File: src/logic/enc_index_consts.svh
// Purpose: offsets, field positions, reset values and timing counts
// Assumes: register indices are word indices; byte address is four times
// Notes: included by the index latch block and its package users
`ifndef ENC_INDEX_CONSTS_SVH
`define ENC_INDEX_CONSTS_SVH

// ****************************************
// register indices
// ****************************************
`define IDX_ENCODER_CONFIG 8'h07
`define IDX_INTERNAL_ACTUAL_POSITION 8'h21
`define IDX_INTERNAL_POSITION_LATCH 8'h36
`define IDX_ENCODER_POSITION_COUNTER 8'h50
`define IDX_ENCODER_CLEAR_VALUE_AND_LATCH 8'h51
`define IDX_REVOLUTION_COUNT 8'h60

// ****************************************
// encoder_config fields
// ****************************************
`define CFG_POL_A 0
`define CFG_POL_B 1
`define CFG_POL_N 2
`define CFG_SKIP_QUAD 3
`define CFG_SENS_LO 4
`define CFG_SENS_HI 5
`define CFG_CLEAR_ON_N 6
`define CFG_CONT 7
`define CFG_ONCE 8
`define CFG_LATCH_ENC 9
`define CFG_LATCH_X 10
`define CFG_MT_EN 11
`define CFG_MT_SIGNED 12
`define CFG_CALC_MT 13
`define CFG_SERIAL_MODE 14
`define CFG_RESET 32'h0000_0000

// ****************************************
// timing
// ****************************************
`define CLK_PERIOD_NS 50
`define SCLK_HALF_NS 500
`define SCLK_HALF_CYC (`SCLK_HALF_NS / `CLK_PERIOD_NS)

`endif

File: src/logic/enc_index_pkg.sv
// Purpose: types shared by the index latch block
// Assumes: constants come from enc_index_consts.svh
// Notes: sensitivity encoding matches the two-bit config field
package enc_index_pkg;
    typedef enum logic [1:0] {
        SENS_LEVEL = 2'b00,
        SENS_TO_ACTIVE = 2'b01,
        SENS_TO_INACTIVE = 2'b10,
        SENS_BOTH = 2'b11
    } sens_t;
    typedef logic [31:0] word_t;
endpackage

File: src/logic/encoder_index_event_latch.sv
// Purpose: index event, clear and latch logic plus multiturn tracking
// Assumes: one 20 MHz clock, APB slave, pins asynchronous to clock
// Notes: quadrature counting arrives as count_step/count_dir pulses
//
// Summary of operation
// - index low active until polarity bit set
// - level mode: event while index is active
// - edge modes: to active, to inactive, both
// - A and B must match their polarity bits
// - skip-qualify bit ignores A and B levels
// - continuous clear loads programmed value every event
// - once mode acts once, then clears once bit
// - clear target is any programmed microstep value
// - latch encoder position on qualifying events
// - also latch internal position when both enabled
// - multiturn input off at reset, unsigned count
// - signed option reads revolutions as two's complement
// - internal calculation tracks singleturn angle wraps
// - device drives serial clock toward the encoder
// - index marks one point per revolution
`timescale 1ns/1ps
`include "enc_index_consts.svh"

module encoder_index_event_latch #(
    parameter int ST_W = 16,
    parameter int MT_W = 16
) (
    input wire logic clock,
    input wire logic rst,
    input wire logic psel,
    input wire logic penable,
    input wire logic pwrite,
    input wire logic [11:0] paddr,
    input wire enc_index_pkg::word_t pwdata,
    output enc_index_pkg::word_t prdata,
    output logic pready,
    output logic pslverr,
    input wire logic index_pin,
    input wire logic chan_a_pin,
    input wire logic chan_b_pin,
    input wire logic count_step,
    input wire logic count_dir,
    input wire logic angle_valid,
    input wire logic [ST_W-1:0] angle_in,
    input wire logic [MT_W-1:0] revs_in,
    output logic serial_clk,
    output logic index_event
);
    import enc_index_pkg::*;

    // ****************************************
    // pin synchronisers
    // ****************************************
    logic idx_m_ff, idx_s_ff, idx_p_ff;
    logic a_m_ff, a_s_ff, b_m_ff, b_s_ff;

    always_ff @(posedge clock) begin
        if (rst) begin
            idx_m_ff <= 1'b1;
            idx_s_ff <= 1'b1;
            idx_p_ff <= 1'b1;
            a_m_ff <= 1'b0;
            a_s_ff <= 1'b0;
            b_m_ff <= 1'b0;
            b_s_ff <= 1'b0;
        end else begin
            idx_m_ff <= index_pin;
            idx_s_ff <= idx_m_ff;
            idx_p_ff <= idx_s_ff;
            a_m_ff <= chan_a_pin;
            a_s_ff <= a_m_ff;
            b_m_ff <= chan_b_pin;
            b_s_ff <= b_m_ff;
        end
    end

    // ****************************************
    // registers
    // ****************************************
    word_t cfg_ff, nxt_cfg;
    word_t x_act_ff, nxt_x_act;
    word_t x_latch_ff, nxt_x_latch;
    word_t enc_pos_ff, nxt_enc_pos;
    word_t clear_val_ff, nxt_clear_val;
    word_t enc_latch_ff, nxt_enc_latch;
    word_t rev_ff, nxt_rev;
    logic [ST_W-1:0] prev_angle_ff, nxt_prev_angle;
    word_t prdata_ff, nxt_prdata;
    logic pready_ff, nxt_pready;
    logic pslverr_ff, nxt_pslverr;
    logic event_ff, nxt_event;
    logic sclk_ff, nxt_sclk;
    logic [7:0] sdiv_ff, nxt_sdiv;

    // ****************************************
    // index event
    // ****************************************
    logic idx_active, prev_active, quad_ok, raw_event, n_event, fire;
    sens_t sens;
    logic [7:0] widx;
    logic bus_op, bus_wr, wr_cfg, wr_pos, known, read_only;
    logic [ST_W-1:0] angle_diff;

    assign sens = sens_t'(cfg_ff[`CFG_SENS_HI:`CFG_SENS_LO]);
    assign idx_active = (idx_s_ff == cfg_ff[`CFG_POL_N]);
    assign prev_active = (idx_p_ff == cfg_ff[`CFG_POL_N]);
    assign quad_ok = cfg_ff[`CFG_SKIP_QUAD] |
        ((a_s_ff == cfg_ff[`CFG_POL_A]) &&
         (b_s_ff == cfg_ff[`CFG_POL_B]));

    always_comb begin
        case (sens)
            SENS_LEVEL: raw_event = idx_active;
            SENS_TO_ACTIVE: raw_event = idx_active & ~prev_active;
            SENS_TO_INACTIVE: raw_event = ~idx_active & prev_active;
            SENS_BOTH: raw_event = idx_active ^ prev_active;
            default: raw_event = 1'b0;
        endcase
    end

    // one point per turn drives clear and snapshots
    assign n_event = raw_event & quad_ok;
    assign fire = n_event & (cfg_ff[`CFG_CONT] | cfg_ff[`CFG_ONCE]);

    // ****************************************
    // apb decode
    // ****************************************
    assign widx = paddr[9:2];
    assign bus_op = psel & penable & ~pready_ff;
    // writes land only at the edge where pready is seen high
    assign bus_wr = psel & penable & pready_ff & pwrite & ~pslverr_ff;
    assign wr_cfg = bus_wr && (widx == `IDX_ENCODER_CONFIG);
    assign wr_pos = bus_wr && (widx == `IDX_ENCODER_POSITION_COUNTER);
    assign angle_diff = angle_in - prev_angle_ff;

    always_comb begin
        known = (paddr[1:0] == 2'b00) && (paddr[11:10] == 2'b00);
        read_only = 1'b0;
        nxt_prdata = 32'h0000_0000;
        case (widx)
            `IDX_ENCODER_CONFIG: nxt_prdata = cfg_ff;
            `IDX_INTERNAL_ACTUAL_POSITION: nxt_prdata = x_act_ff;
            `IDX_INTERNAL_POSITION_LATCH: begin
                nxt_prdata = x_latch_ff;
                read_only = 1'b1;
            end
            `IDX_ENCODER_POSITION_COUNTER: nxt_prdata = enc_pos_ff;
            `IDX_ENCODER_CLEAR_VALUE_AND_LATCH: nxt_prdata = enc_latch_ff;
            `IDX_REVOLUTION_COUNT: begin
                nxt_prdata = rev_ff;
                read_only = 1'b1;
            end
            default: known = 1'b0;
        endcase
        if (!known || !bus_op || pwrite) begin
            nxt_prdata = 32'h0000_0000;
        end
        nxt_pready = bus_op;
        nxt_pslverr = bus_op & (~known | (pwrite & read_only));
    end

    // ****************************************
    // next state of the block
    // ****************************************
    always_comb begin
        nxt_cfg = cfg_ff;
        nxt_x_act = x_act_ff;
        nxt_x_latch = x_latch_ff;
        nxt_enc_pos = enc_pos_ff;
        nxt_clear_val = clear_val_ff;
        nxt_enc_latch = enc_latch_ff;
        nxt_rev = rev_ff;
        nxt_prev_angle = prev_angle_ff;
        nxt_event = n_event;
        // quadrature counting; decoding lives upstream, the counter itself lives here
        if (count_step) begin
            nxt_enc_pos = count_dir ? enc_pos_ff - 32'h0000_0001
                                    : enc_pos_ff + 32'h0000_0001;
        end
        if (fire) begin
            if (cfg_ff[`CFG_CLEAR_ON_N]) begin
                nxt_enc_pos = clear_val_ff;
            end
            if (cfg_ff[`CFG_LATCH_ENC]) begin
                // old counter value, taken before the clear lands
                nxt_enc_latch = enc_pos_ff;
                if (cfg_ff[`CFG_LATCH_X]) begin
                    nxt_x_latch = x_act_ff;
                end
            end
            if (!cfg_ff[`CFG_CONT]) begin
                nxt_cfg[`CFG_ONCE] = 1'b0;
            end
        end
        if (angle_valid) begin
            nxt_prev_angle = angle_in;
            if (cfg_ff[`CFG_MT_EN]) begin
                if (cfg_ff[`CFG_MT_SIGNED]) begin
                    nxt_rev = {{(32-MT_W){revs_in[MT_W-1]}},
                        revs_in};
                end else begin
                    nxt_rev = {{(32-MT_W){1'b0}}, revs_in};
                end
            end else if (cfg_ff[`CFG_CALC_MT]) begin
                // only sound while steps stay below half a turn
                if (prev_angle_ff[ST_W-1] && !angle_in[ST_W-1] &&
                    !angle_diff[ST_W-1]) begin
                    nxt_rev = rev_ff + 32'h0000_0001;
                end else if (!prev_angle_ff[ST_W-1] && angle_in[ST_W-1] &&
                    angle_diff[ST_W-1]) begin
                    nxt_rev = rev_ff - 32'h0000_0001;
                end
            end
        end
        // a software write wins over any hardware update the same edge
        if (wr_cfg) begin
            nxt_cfg = pwdata;
        end
        if (bus_wr && widx == `IDX_INTERNAL_ACTUAL_POSITION) begin
            nxt_x_act = pwdata;
        end
        if (wr_pos) begin
            nxt_enc_pos = pwdata;
        end
        if (bus_wr && widx == `IDX_ENCODER_CLEAR_VALUE_AND_LATCH) begin
            nxt_clear_val = pwdata;
        end
        // serial clock idles high; toggles only in serial mode
        nxt_sdiv = sdiv_ff;
        nxt_sclk = 1'b1;
        if (cfg_ff[`CFG_SERIAL_MODE]) begin
            nxt_sclk = sclk_ff;
            if (sdiv_ff == 8'(`SCLK_HALF_CYC - 1)) begin
                nxt_sdiv = 8'h00;
                nxt_sclk = ~sclk_ff;
            end else begin
                nxt_sdiv = sdiv_ff + 8'h01;
            end
        end else begin
            nxt_sdiv = 8'h00;
        end
    end

    always_ff @(posedge clock) begin
        if (rst) begin
            cfg_ff <= `CFG_RESET;
            x_act_ff <= 32'h0000_0000;
            x_latch_ff <= 32'h0000_0000;
            enc_pos_ff <= 32'h0000_0000;
            clear_val_ff <= 32'h0000_0000;
            enc_latch_ff <= 32'h0000_0000;
            rev_ff <= 32'h0000_0000;
            prev_angle_ff <= '0;
            prdata_ff <= 32'h0000_0000;
            pready_ff <= 1'b0;
            pslverr_ff <= 1'b0;
            event_ff <= 1'b0;
            sclk_ff <= 1'b1;
            sdiv_ff <= 8'h00;
        end else begin
            cfg_ff <= nxt_cfg;
            x_act_ff <= nxt_x_act;
            x_latch_ff <= nxt_x_latch;
            enc_pos_ff <= nxt_enc_pos;
            clear_val_ff <= nxt_clear_val;
            enc_latch_ff <= nxt_enc_latch;
            rev_ff <= nxt_rev;
            prev_angle_ff <= nxt_prev_angle;
            prdata_ff <= nxt_prdata;
            pready_ff <= nxt_pready;
            pslverr_ff <= nxt_pslverr;
            event_ff <= nxt_event;
            sclk_ff <= nxt_sclk;
            sdiv_ff <= nxt_sdiv;
        end
    end

    assign prdata = prdata_ff;
    assign pready = pready_ff;
    assign pslverr = pslverr_ff;
    assign serial_clk = sclk_ff;
    assign index_event = event_ff;
endmodule

File: config.mk
export PLATFORM = sky130hd
export DESIGN_NAME = encoder_index_event_latch
export DESIGN_NICKNAME = d
export VERILOG_FILES = /design/src/logic/enc_index_pkg.sv /design/src/logic/encoder_index_event_latch.sv
export VERILOG_INCLUDE_DIRS = /design/src /design/src/logic
export SDC_FILE = /design/constraint.sdc
export NUM_CORES = 1
export LEC_CHECK = 0
export ABC_AREA = 1
export BUFFER_PORTS_ARGS = -buffer_cell sky130_fd_sc_hd__clkbuf_2
export CORE_ASPECT_RATIO = 0.9
export CORE_MARGIN = 8
export CORE_UTILIZATION = 24
export DETAILED_ROUTE_END_ITERATION = 16
export PLACE_DENSITY = 0.47
export SLEW_MARGIN = 5
export SYNTH_ARGS = -nofsm -noshare
export SYNTH_HDL_FRONTEND = slang
export SYNTH_SLANG_ARGS = --single-unit
File: constraint.sdc
create_clock -name clock -period 3.5 [get_ports clock]
set_clock_uncertainty 0.2 [all_clocks]
set_input_delay 0.175 -clock clock [delete_from_list [all_inputs] [get_ports clock]]
set_output_delay 0.175 -clock clock [all_outputs]
set_load 0.005 [all_outputs]
# Word level (Yosys, flattened, before mapping)
# Cells that the tools add are included.
dict set report totals {
  wordCells 114
  regBits 291
}
dict set report op_classes {
  bitwise_logic 22
  mux 17
  n_eq_ne 15
  n_addsub 6
  n_reduce_logical 32
}
# operator count
set ops {}
lappend ops {{32-bit 2-to-1 mux} 10}
lappend ops {{32-bit case mux with 6 select lines} 1}
lappend ops {{32-bit by 1-bit adder with 32-bit output, second input constant} 2}
lappend ops {{32-bit by 1-bit subtractor with 32-bit output, second input constant} 2}
lappend ops {{8-bit by 7-bit == test with 1-bit output, second input constant} 3}
lappend ops {{8-bit by 6-bit == test with 1-bit output, second input constant} 2}
lappend ops {{16-bit subtractor} 1}
lappend ops {{1-bit AND} 11}
lappend ops {{1-bit logical AND} 10}
lappend ops {{9-bit 2-to-1 mux} 1}
lappend ops {{8-bit by 1-bit adder with 8-bit output, second input constant} 1}
lappend ops {{8-bit by 3-bit == test with 1-bit output, second input constant} 1}
lappend ops {{8-bit by 4-bit == test with 1-bit output, second input constant} 1}
lappend ops {{1-bit NOT} 7}
lappend ops {{2-bit logical NOT} 3}
lappend ops {{3-bit AND reduction} 2}
lappend ops {{2-bit OR reduction} 3}
lappend ops {{6-bit OR reduction} 1}
lappend ops {{1-bit logical NOT} 5}
lappend ops {{1-bit == test} 4}
lappend ops {{2-bit == test, second input constant} 2}
lappend ops {{1-bit 2-to-1 mux} 4}
lappend ops {{1-bit case mux with 4 select lines} 1}
lappend ops {{2-bit AND reduction} 2}
lappend ops {{8 further kinds} 12}

# Logic depth before layout (Yosys ltp)
# Gate-level depths: netlist of run 1.
dict set report logic_depth {
  ltp_word 8
  ltp_mapped 26
  depth_no_buf 26
}

# Worst setup path after synthesis of run 1
# Ideal clock, no wire load.
dict set report synth_path {
  kind {register -> register}
  startpoint {register prev_angle_ff[14]}
  endpoint {register rev_ff[29]}
  required_time_ps 3188
  synth_period_minus_slack_ps 3555
  setup_ps 112
  n_path_buf 0
  t_arrival_ps 3244
  setup_slack_ps -55
  path_stages_with_launch 24
  path_cell_list {dfxtp_1 > inv_1 > ha_1 > nand2_1 > inv_1 > nand2_1 > nand2_1 > a21oi_1 > nand2_1 > nand2_1 > nand3_2 > ha_1 > nand2_1 > nor2_1 > nor3b_1 > nand2_1 > nand2_1 > nand2_1 > o21ai_0 > nand2_1 > nand2_1 > nor2_1 > nor2_1 > nor2_1}
}
dict set report synth_between {
  elab_chain_cells 6
}
# element line
set synth_rtl {}
lappend synth_rtl {{start, declared} encoder_index_event_latch.sv:87} ;# logic [ST_W-1:0] prev_angle_ff, nxt_prev_angle;
lappend synth_rtl {{start signal, assigned} encoder_index_event_latch.sv:268} ;# prev_angle_ff <= nxt_prev_angle;
lappend synth_rtl {{16-bit subtractor *} encoder_index_event_latch.sv:134} ;# assign angle_diff = angle_in - prev_angle_ff;
lappend synth_rtl {{1-bit logical NOT} encoder_index_event_latch.sv:207} ;# !angle_diff[ST_W-1]) begin
lappend synth_rtl {{1-bit logical AND} encoder_index_event_latch.sv:206} ;# if (prev_angle_ff[ST_W-1] && !angle_in[ST_W-1] &&
lappend synth_rtl {{32-bit 2-to-1 mux} encoder_index_event_latch.sv:206}
lappend synth_rtl {{32-bit 2-to-1 mux} encoder_index_event_latch.sv:204} ;# end else if (cfg_ff[`CFG_CALC_MT]) begin
lappend synth_rtl {{32-bit 2-to-1 mux} encoder_index_event_latch.sv:197} ;# if (cfg_ff[`CFG_MT_EN]) begin
lappend synth_rtl {{end signal, assigned} encoder_index_event_latch.sv:267} ;# rev_ff <= nxt_rev;
lappend synth_rtl {{end, declared} encoder_index_event_latch.sv:86} ;# word_t rev_ff, nxt_rev;
# Every way passes the cells marked *; elsewhere a longest branch is shown, timed or not. The select of a mux whose other input is x is not followed.
# A chain may end at the register's enable or synchronous reset.

# Final worst setup path of run 1
dict set report layout_path {
  startpoint {register prev_angle_ff[5]}
  endpoint {register rev_ff[26]}
}
# Same word-level chain as after synthesis.

==> results of run 1 <==
==> kinds of logic after synthesis <==
family | count (synthesis)
AND/OR/NAND/NOR | 1076
AO/OA/AOI/OAI | 614
buffers and inverters | 388
flip-flops | 291
adder cells (fa/ha/maj) | 83
XOR/XNOR | 20
==> cell type report <==
| type | instances | area [sq um] |
|---|---|---|
| clock buffer | 51 | 1060 |
| clock inverter | 13 | 92.6 |
| fill | 7496 | 46400 |
| inverter | 279 | 1050 |
| multi-input combinational | 1795 | 9880 |
| sequential | 291 | 5830 |
| tap | 883 | 1100 |
| timing repair buffer | 348 | 2640 |
==> worst max-delay path, delay by kind of cell (launching register included) <==
kind	cells	cell delay (ns)
simple gates	15	1.50
buf+inv	5	0.61
fa+ha+maj	2	0.58
flops	1	0.31
compound gates	1	0.13
==> metrics by stage <==
step                cells   util  total power, uW
global placement     3495  0.275             4700
global route         3660  0.318             8970
floorplan            2472      -             4230
detailed placement   3495  0.275             4690
finish               3660  0.318             8550
CTS                  3647  0.306             8550
==> flip-flops by register name, indices dropped and copies added (netlist names), 8 cells and up <==
signal         cells
cfg_ff            32
clear_val_ff      32
enc_latch_ff      32
enc_pos_ff        32
prdata            32
prev_angle_ff     16
rev_ff            32
sdiv_ff            8
x_act_ff          32
x_latch_ff        32
==> power breakdown <==
| part | leakage, uW | total, uW | switching (uW) | internal (uW) |
|---|---|---|---|---|
| combinational | 0.00651 | 1380 | 829 | 549 |
| clock | 0.000564 | 3720 | 1590 | 2130 |
| sequential | 0.00236 | 3450 | 72.7 | 3370 |
==> worst max path at each step <==
stage,to,slack (ns),cells after the start
6_report,rev_ff[26],0.07,23
5_1_grt,rev_ff[25],-0.16,26
4_1_cts,rev_ff[29],-0.02,23
3_5_place_dp,rev_ff[14],-0.16,20
3_3_place_gp,rev_ff[25],-0.19,23
2_1_floorplan,rev_ff[29],0.17,23
==> synthesized netlist by cell type, types with 4 or more instances <==
library cell | instances | area (sq um)
inv_1 | 274 | 1030
a2111oi_0 | 17 | 149
nand3_1 | 79 | 395
a211oi_1 | 37 | 278
o21a_1 | 4 | 30.0
buf_4 | 4 | 30.0
o22ai_1 | 40 | 250
a22o_1 | 5 | 43.8
nor3b_1 | 4 | 30.0
o21ai_1 | 37 | 185
o21bai_1 | 6 | 45.0
xor2_1 | 6 | 52.6
ha_1 | 81 | 1010
buf_1 | 6 | 22.5
nand3b_1 | 7 | 52.6
xnor2_1 | 13 | 114
buf_2 | 16 | 80.1
dfxtp_1 | 291 | 5830
o211ai_1 | 14 | 105
clkbuf_1 | 78 | 293
or2_2 | 10 | 62.6
nand4_1 | 18 | 113
a21o_1 | 7 | 52.6
o21ai_0 | 174 | 871
nor3_1 | 28 | 140
nor2_1 | 347 | 1300
a31oi_1 | 7 | 43.8
buf_6 | 5 | 56.3
a21oi_1 | 258 | 1290
nand2_1 | 567 | 2130
==> per-layer routing <==
metal	vias to the layer above	part of all wire	track usage	wire length [um]
li1	8707	-	-	-
met1	7753	0.49	0.213	30100
met2	344	0.44	0.245	27000
met3	81	0.048	0.0266	2980
met4	0	0.025	0.0426	1570
met5	-	0	0	0
==> repair_timing <==
action	4_1_cts	5_1_grt
resized for setup	33	149
gates cloned	2	1
hold buffers	81	0
setup buffers	5	12
pin swaps	3	42
setup endpoints to repair	20	26
endpoints found under the hold margin	174	0
==> metrics.md, run 1 <==
| Metric | Value |
|---|---|
| Worst flop-to-flop path endpoint | `rev_ff[26]` |
| Root Driver | `clkbuf_16` |
| CTS tree | `yes` |
| Final slew viol count | `0` |
| Total Wirelength | `61600 um` |
| F_max | `291 MHz` |
| Max-Slew Margin vs Limit | `0.455` |
| Port buffer count | `122` |
| Worst-Margin Slew | `0.817 ns` |
| PwrDens | `395 nW/um^2` |
| Crit path max fanout | `8` |
| RSZ-0062 raised after global routing | `true` |
| Ys flop type | `dfxtp_1` |
| Die X | `292 um` |
| P&R area growth vs syn | `32.1%` |
| GP Congestion | `0.879` |
| Diode count | `0` |
| Reg-to-reg startpoint | `prev_angle_ff[5]` |
| Initial antenna violation count | `0` |
| Total global-route track usage | `0.154` |
| Hold Crit Start | `count_step` |
| Layout cells sized above 1 | `0.176` |
| Via count | `16900` |
| Crit path kind | `reg -> reg` |
| Clock Pin Slew Worst Setup and Hold Paths | `0.06 ns` |
| Mapped Area | `16400 sq um` |
| FF+latch count, synth | `291` |
| Mean area per synthesized cell | `6.63 sq um` |
| Min Clock Period, post-route | `3.43 ns` |
| Die area | `77000 sq um` |
| Post-synthesis xor/xnor area fraction | `0.0111` |
| First-pass GRT wire length | `95400 um` |
| Multiplexer area fraction after synthesis | `0` |
| Hold Slack | `0.103 ns` |
| TritonRoute pass-1 iters | `5` |
| Post-synthesis compound-gate area fraction | `0.209` |
| Residual DRC | `0` |
| Commonest non-fill, non-tap cell in the layout | `nand2_1` |
| Gate Count Post-Synth | `2472` |
| Max-cap violations | `0` |
| H-tree Lvls | `2` |
| Final WS setup | `0.0689 ns` |
| Final hold viol count | `0` |
| Placed instance area | `18700 sq um` |
| Critical path startpoint category | `flop` |
| Post-Synth Simple-Gate Area | `0.268` |
| Commonest non-fill, non-tap cells in the layout | `nand2_1 (532), nor2_1 (332), dfxtp_1 (291)` |
| Synth unique cells | `48` |
| CP arrival | `3.68 ns` |
| Largest family of logic cells by synthesized area | `simple AND/OR/NAND/NOR gates` |
| Run status | `finished, final reports clean` |
| Final HPWL DP | `43900 um` |
| Required @ worst endpoint | `3.75 ns` |
| Critical Path Most Common Cell | `nand2_2` |
| Worst-case clock buffer depth | `3` |
| Hold path depth | `4` |
| FF-to-FF path depth | `23` |
| Crit end category | `flop` |
| Io pins | `123` |
| Die height | `264 um` |
| Ys Warns | `0` |
| Vias in the first global route | `16400` |
| EDFF count, synth | `0` |
| DR vias/cell | `4.61` |
| Syn_nets | `2642` |
| Core ar. | `68100 sq um` |
| Mean routed wirelength per cell | `16.8 um` |
| Pre-CTS setup slack | `-0.157 ns` |
| FP Rows | `91` |
| Slowest stage delay, CP | `0.31 ns` |
| Clock Latency Late Sink | `0.56 ns` |
| Starting Density | `0.241` |
| Crit share post-route | `0.980` |
| Largest net degree at the start of global routing | `84` |
| Max VDD drop | `262 uV` |
| Synth Area in Adders | `0.0642` |
| Post-synthesis sequential area ratio | `0.355` |
| 1st-iter DRT viols | `1214` |
| Post-layout nets | `2923` |
| Detail Route Antenna Nets | `0` |
| Setup slack, reg-to-reg | `0.07 ns` |
| Crit path from | `prev_angle_ff[5]` |
| Hold Path Sink | `enc_pos_ff[11]` |
| CTS buffer count | `38` |
| Setup TNS | `0 ns` |
| Leak | `0.00943 uW` |
| Async set-reset flop share out of synthesis | `0` |
| Worst-path cell chain | `inv_1, ha_1, nand2_2, inv_1, a21oi_2, nand2_2, nand2_4, nand2_2, nand2_4, nand3_4, buf_12, buf_6, ha_4, nand2_1, buf_4, nor3_2, nand4_1, nand2_2, nand2_1, nand2_1, nor2_1, nor2_1, nor2_1` |
| Total clock sinks | `291` |
| Total grt overflow | `0` |
| Setup violators final | `0` |
| HP Class | `in -> reg` |
| Slowest cell on the critical path | `dfxtp_1` |
| Design area | `21700 sq um` |
(Power assumes the default switching activity.)
==> inputs of run 2 (changes only) <==
- PLACE_DENSITY: 0.47 -> 0.51
==> metrics.md, run 2 (synthesis results as in run 1) <==
| Metric | Value |
|---|---|
| H-tree Lvls | `2` |
| Total grt overflow | `0` |
| Final non-filler cell total | `3634` |
| Slowest cell on the critical path | `ha_4` |
| Vias in the first global route | `16000` |
| Commonest non-fill, non-tap cells in the layout | `nand2_1 (513), nor2_1 (317), dfxtp_1 (283)` |
| Layout cells sized above 1 | `0.197` |
| GP Congestion | `0.918` |
| Design Power | `8440 uW` |
| Max-Slew Margin vs Limit | `0.325` |
| Post-layout nets | `2902` |
| Diode count | `0` |
| Root Driver | `clkbuf_16` |
| Critical path startpoint category | `flop` |
| Max-cap violations | `0` |
| TritonRoute pass-1 iters | `5` |
| Core ar. | `68100 sq um` |
| Total Wirelength | `60800 um` |
| Worst-Margin Slew | `1.01 ns` |
| Crit path kind | `reg -> reg` |
| CP arrival | `3.65 ns` |
| Min Clock Period, post-route | `3.42 ns` |
| Crit end category | `flop` |
| Die X | `292 um` |
| Detail Route Antenna Nets | `0` |
| Largest net degree at the start of global routing | `63` |
| RSZ-0062 raised after global routing | `true` |
| Required @ worst endpoint | `3.74 ns` |
| Mean routed wirelength per cell | `16.7 um` |
| Residual DRC | `0` |
| Pre-CTS setup slack | `-0.0806 ns` |
| CTS tree | `yes` |
| Reg-to-reg startpoint | `prev_angle_ff[5]` |
| CP Buf/Inv Count | `5` |
| Placed Cells | `3477` |
| Total global-route track usage | `0.150` |
| Starting Density | `0.241` |
| HP Class | `in -> reg` |
| Setup TNS | `0 ns` |
| Top Family by Delay on Critical Path | `simple AND/OR/NAND/NOR gates` |
| Final WS setup | `0.0840 ns` |
| Via count | `16900` |
| Max VDD drop | `236 uV` |
| Clock Latency Late Sink | `0.55 ns` |
| PwrDens | `386 nW/um^2` |
| CTS buffer count | `35` |
| Slowest stage delay, CP | `0.35 ns` |
| DR vias/cell | `4.66` |
| Io pins | `123` |
| Total clock sinks | `291` |
| Die height | `264 um` |
| First-pass GRT wire length | `92800 um` |
| Worst-case clock buffer depth | `3` |
| Crit path max fanout | `8` |
| Crit share post-route | `0.976` |
| Die area | `77000 sq um` |
| Final HPWL DP | `43600 um` |
| F_max | `293 MHz` |
| Hold Crit Start | `count_step` |
| Clock Pin Slew Worst Setup and Hold Paths | `0.06 ns` |
| Setup violators final | `0` |
| FP Rows | `91` |
| Crit path from | `prev_angle_ff[5]` |
| Leak | `0.00941 uW` |
| Port buffer count | `122` |
| Worst-path cell chain | `inv_2, ha_4, nand2_2, inv_1, a21oi_2, nand2_2, nand2_4, nand2_4, nand2_4, nand3_4, buf_12, clkbuf_16, ha_4, nand2_8, nor2_4, inv_2, nor3_4, nand4_1, nand2_2, nand2_1, nand2_1, nor2_1, nor2_1, nor2_1` |
| 1st-iter DRT viols | `1215` |
| Final slew viol count | `0` |
| Commonest non-fill, non-tap cell in the layout | `nand2_1` |
| Final hold viol count | `0` |
| Initial antenna violation count | `0` |
| Run status | `finished, final reports clean` |
| P&R area growth vs syn | `33.4%` |
run 2: changes by cell type in the layout (fill, tap and decap cells not counted), sizes merged:
| cell | delta |
|---|---|
| buf | -19 |
| clkinv | -4 |
| nand3 | -2 |
| clkbuf | -1 |
| clkinvlp | -1 |
| dlygate4sd3 | +1 |
run 2: timing repair:
| action | in CTS | in global routing |
|---|---|---|
| hold buffers | 82 | 0 |
| pin swaps | 4 | 84 |
| cloned | 0 | 3 |
| hold endpoints to repair | 169 | 0 |
| buffers inserted | 1 | 16 |
| resized for setup | 23 | 259 |
| endpoints found under the setup margin | 15 | 28 |
run 2: metrics by stage:
step	hold WS (ns)	utilization	cell area [sq um]
after global placement	0.176	0.272	18600
final	0.0442	0.321	21900
after global routing	0.107	0.321	21900
after floorplan	0.0788	-	16400
after detailed placement	0.172	0.272	18600
after CTS	0.0168	0.302	20500
run 2: where the power goes:
part           switching [uW]  total (uW)  internal [uW]
clock                    1520        3540           2030
combinational             863        1440            580
sequential               78.4        3450           3370
run 2: cell type report:
type | instances | area, sq um
timing repair buffer | 332 | 2550
clock inverter | 8 | 65.1
multi-input combinational | 1793 | 10300
fill | 7392 | 46200
clock buffer | 48 | 1020
sequential | 291 | 5840
tap | 883 | 1100
inverter | 279 | 1050
run 2: per-layer routing:
metal,share of wire,up-vias,track usage,wire (um)
met5,0,-,0,0
met4,0.020,0,0.0352,1220
met3,0.054,76,0.0271,3310
met2,0.44,405,0.235,26500
met1,0.49,7773,0.212,29700
li1,-,8674,-,-
run 2: final timing paths:
kind	end	slack [ns]	cells past startpoint
min	enc_pos_ff[0]	0.04	6
max	rev_ff[26]	0.08	24
max reg2reg	rev_ff[26]	0.08	24
min reg2reg	a_s_ff	0.21	2
run 2: worst min-delay path, delay by kind of cell:
family	cells	cell delay [ns]
simple gates	2	0.14
compound gates	2	0.22
buf+inv	2	0.21
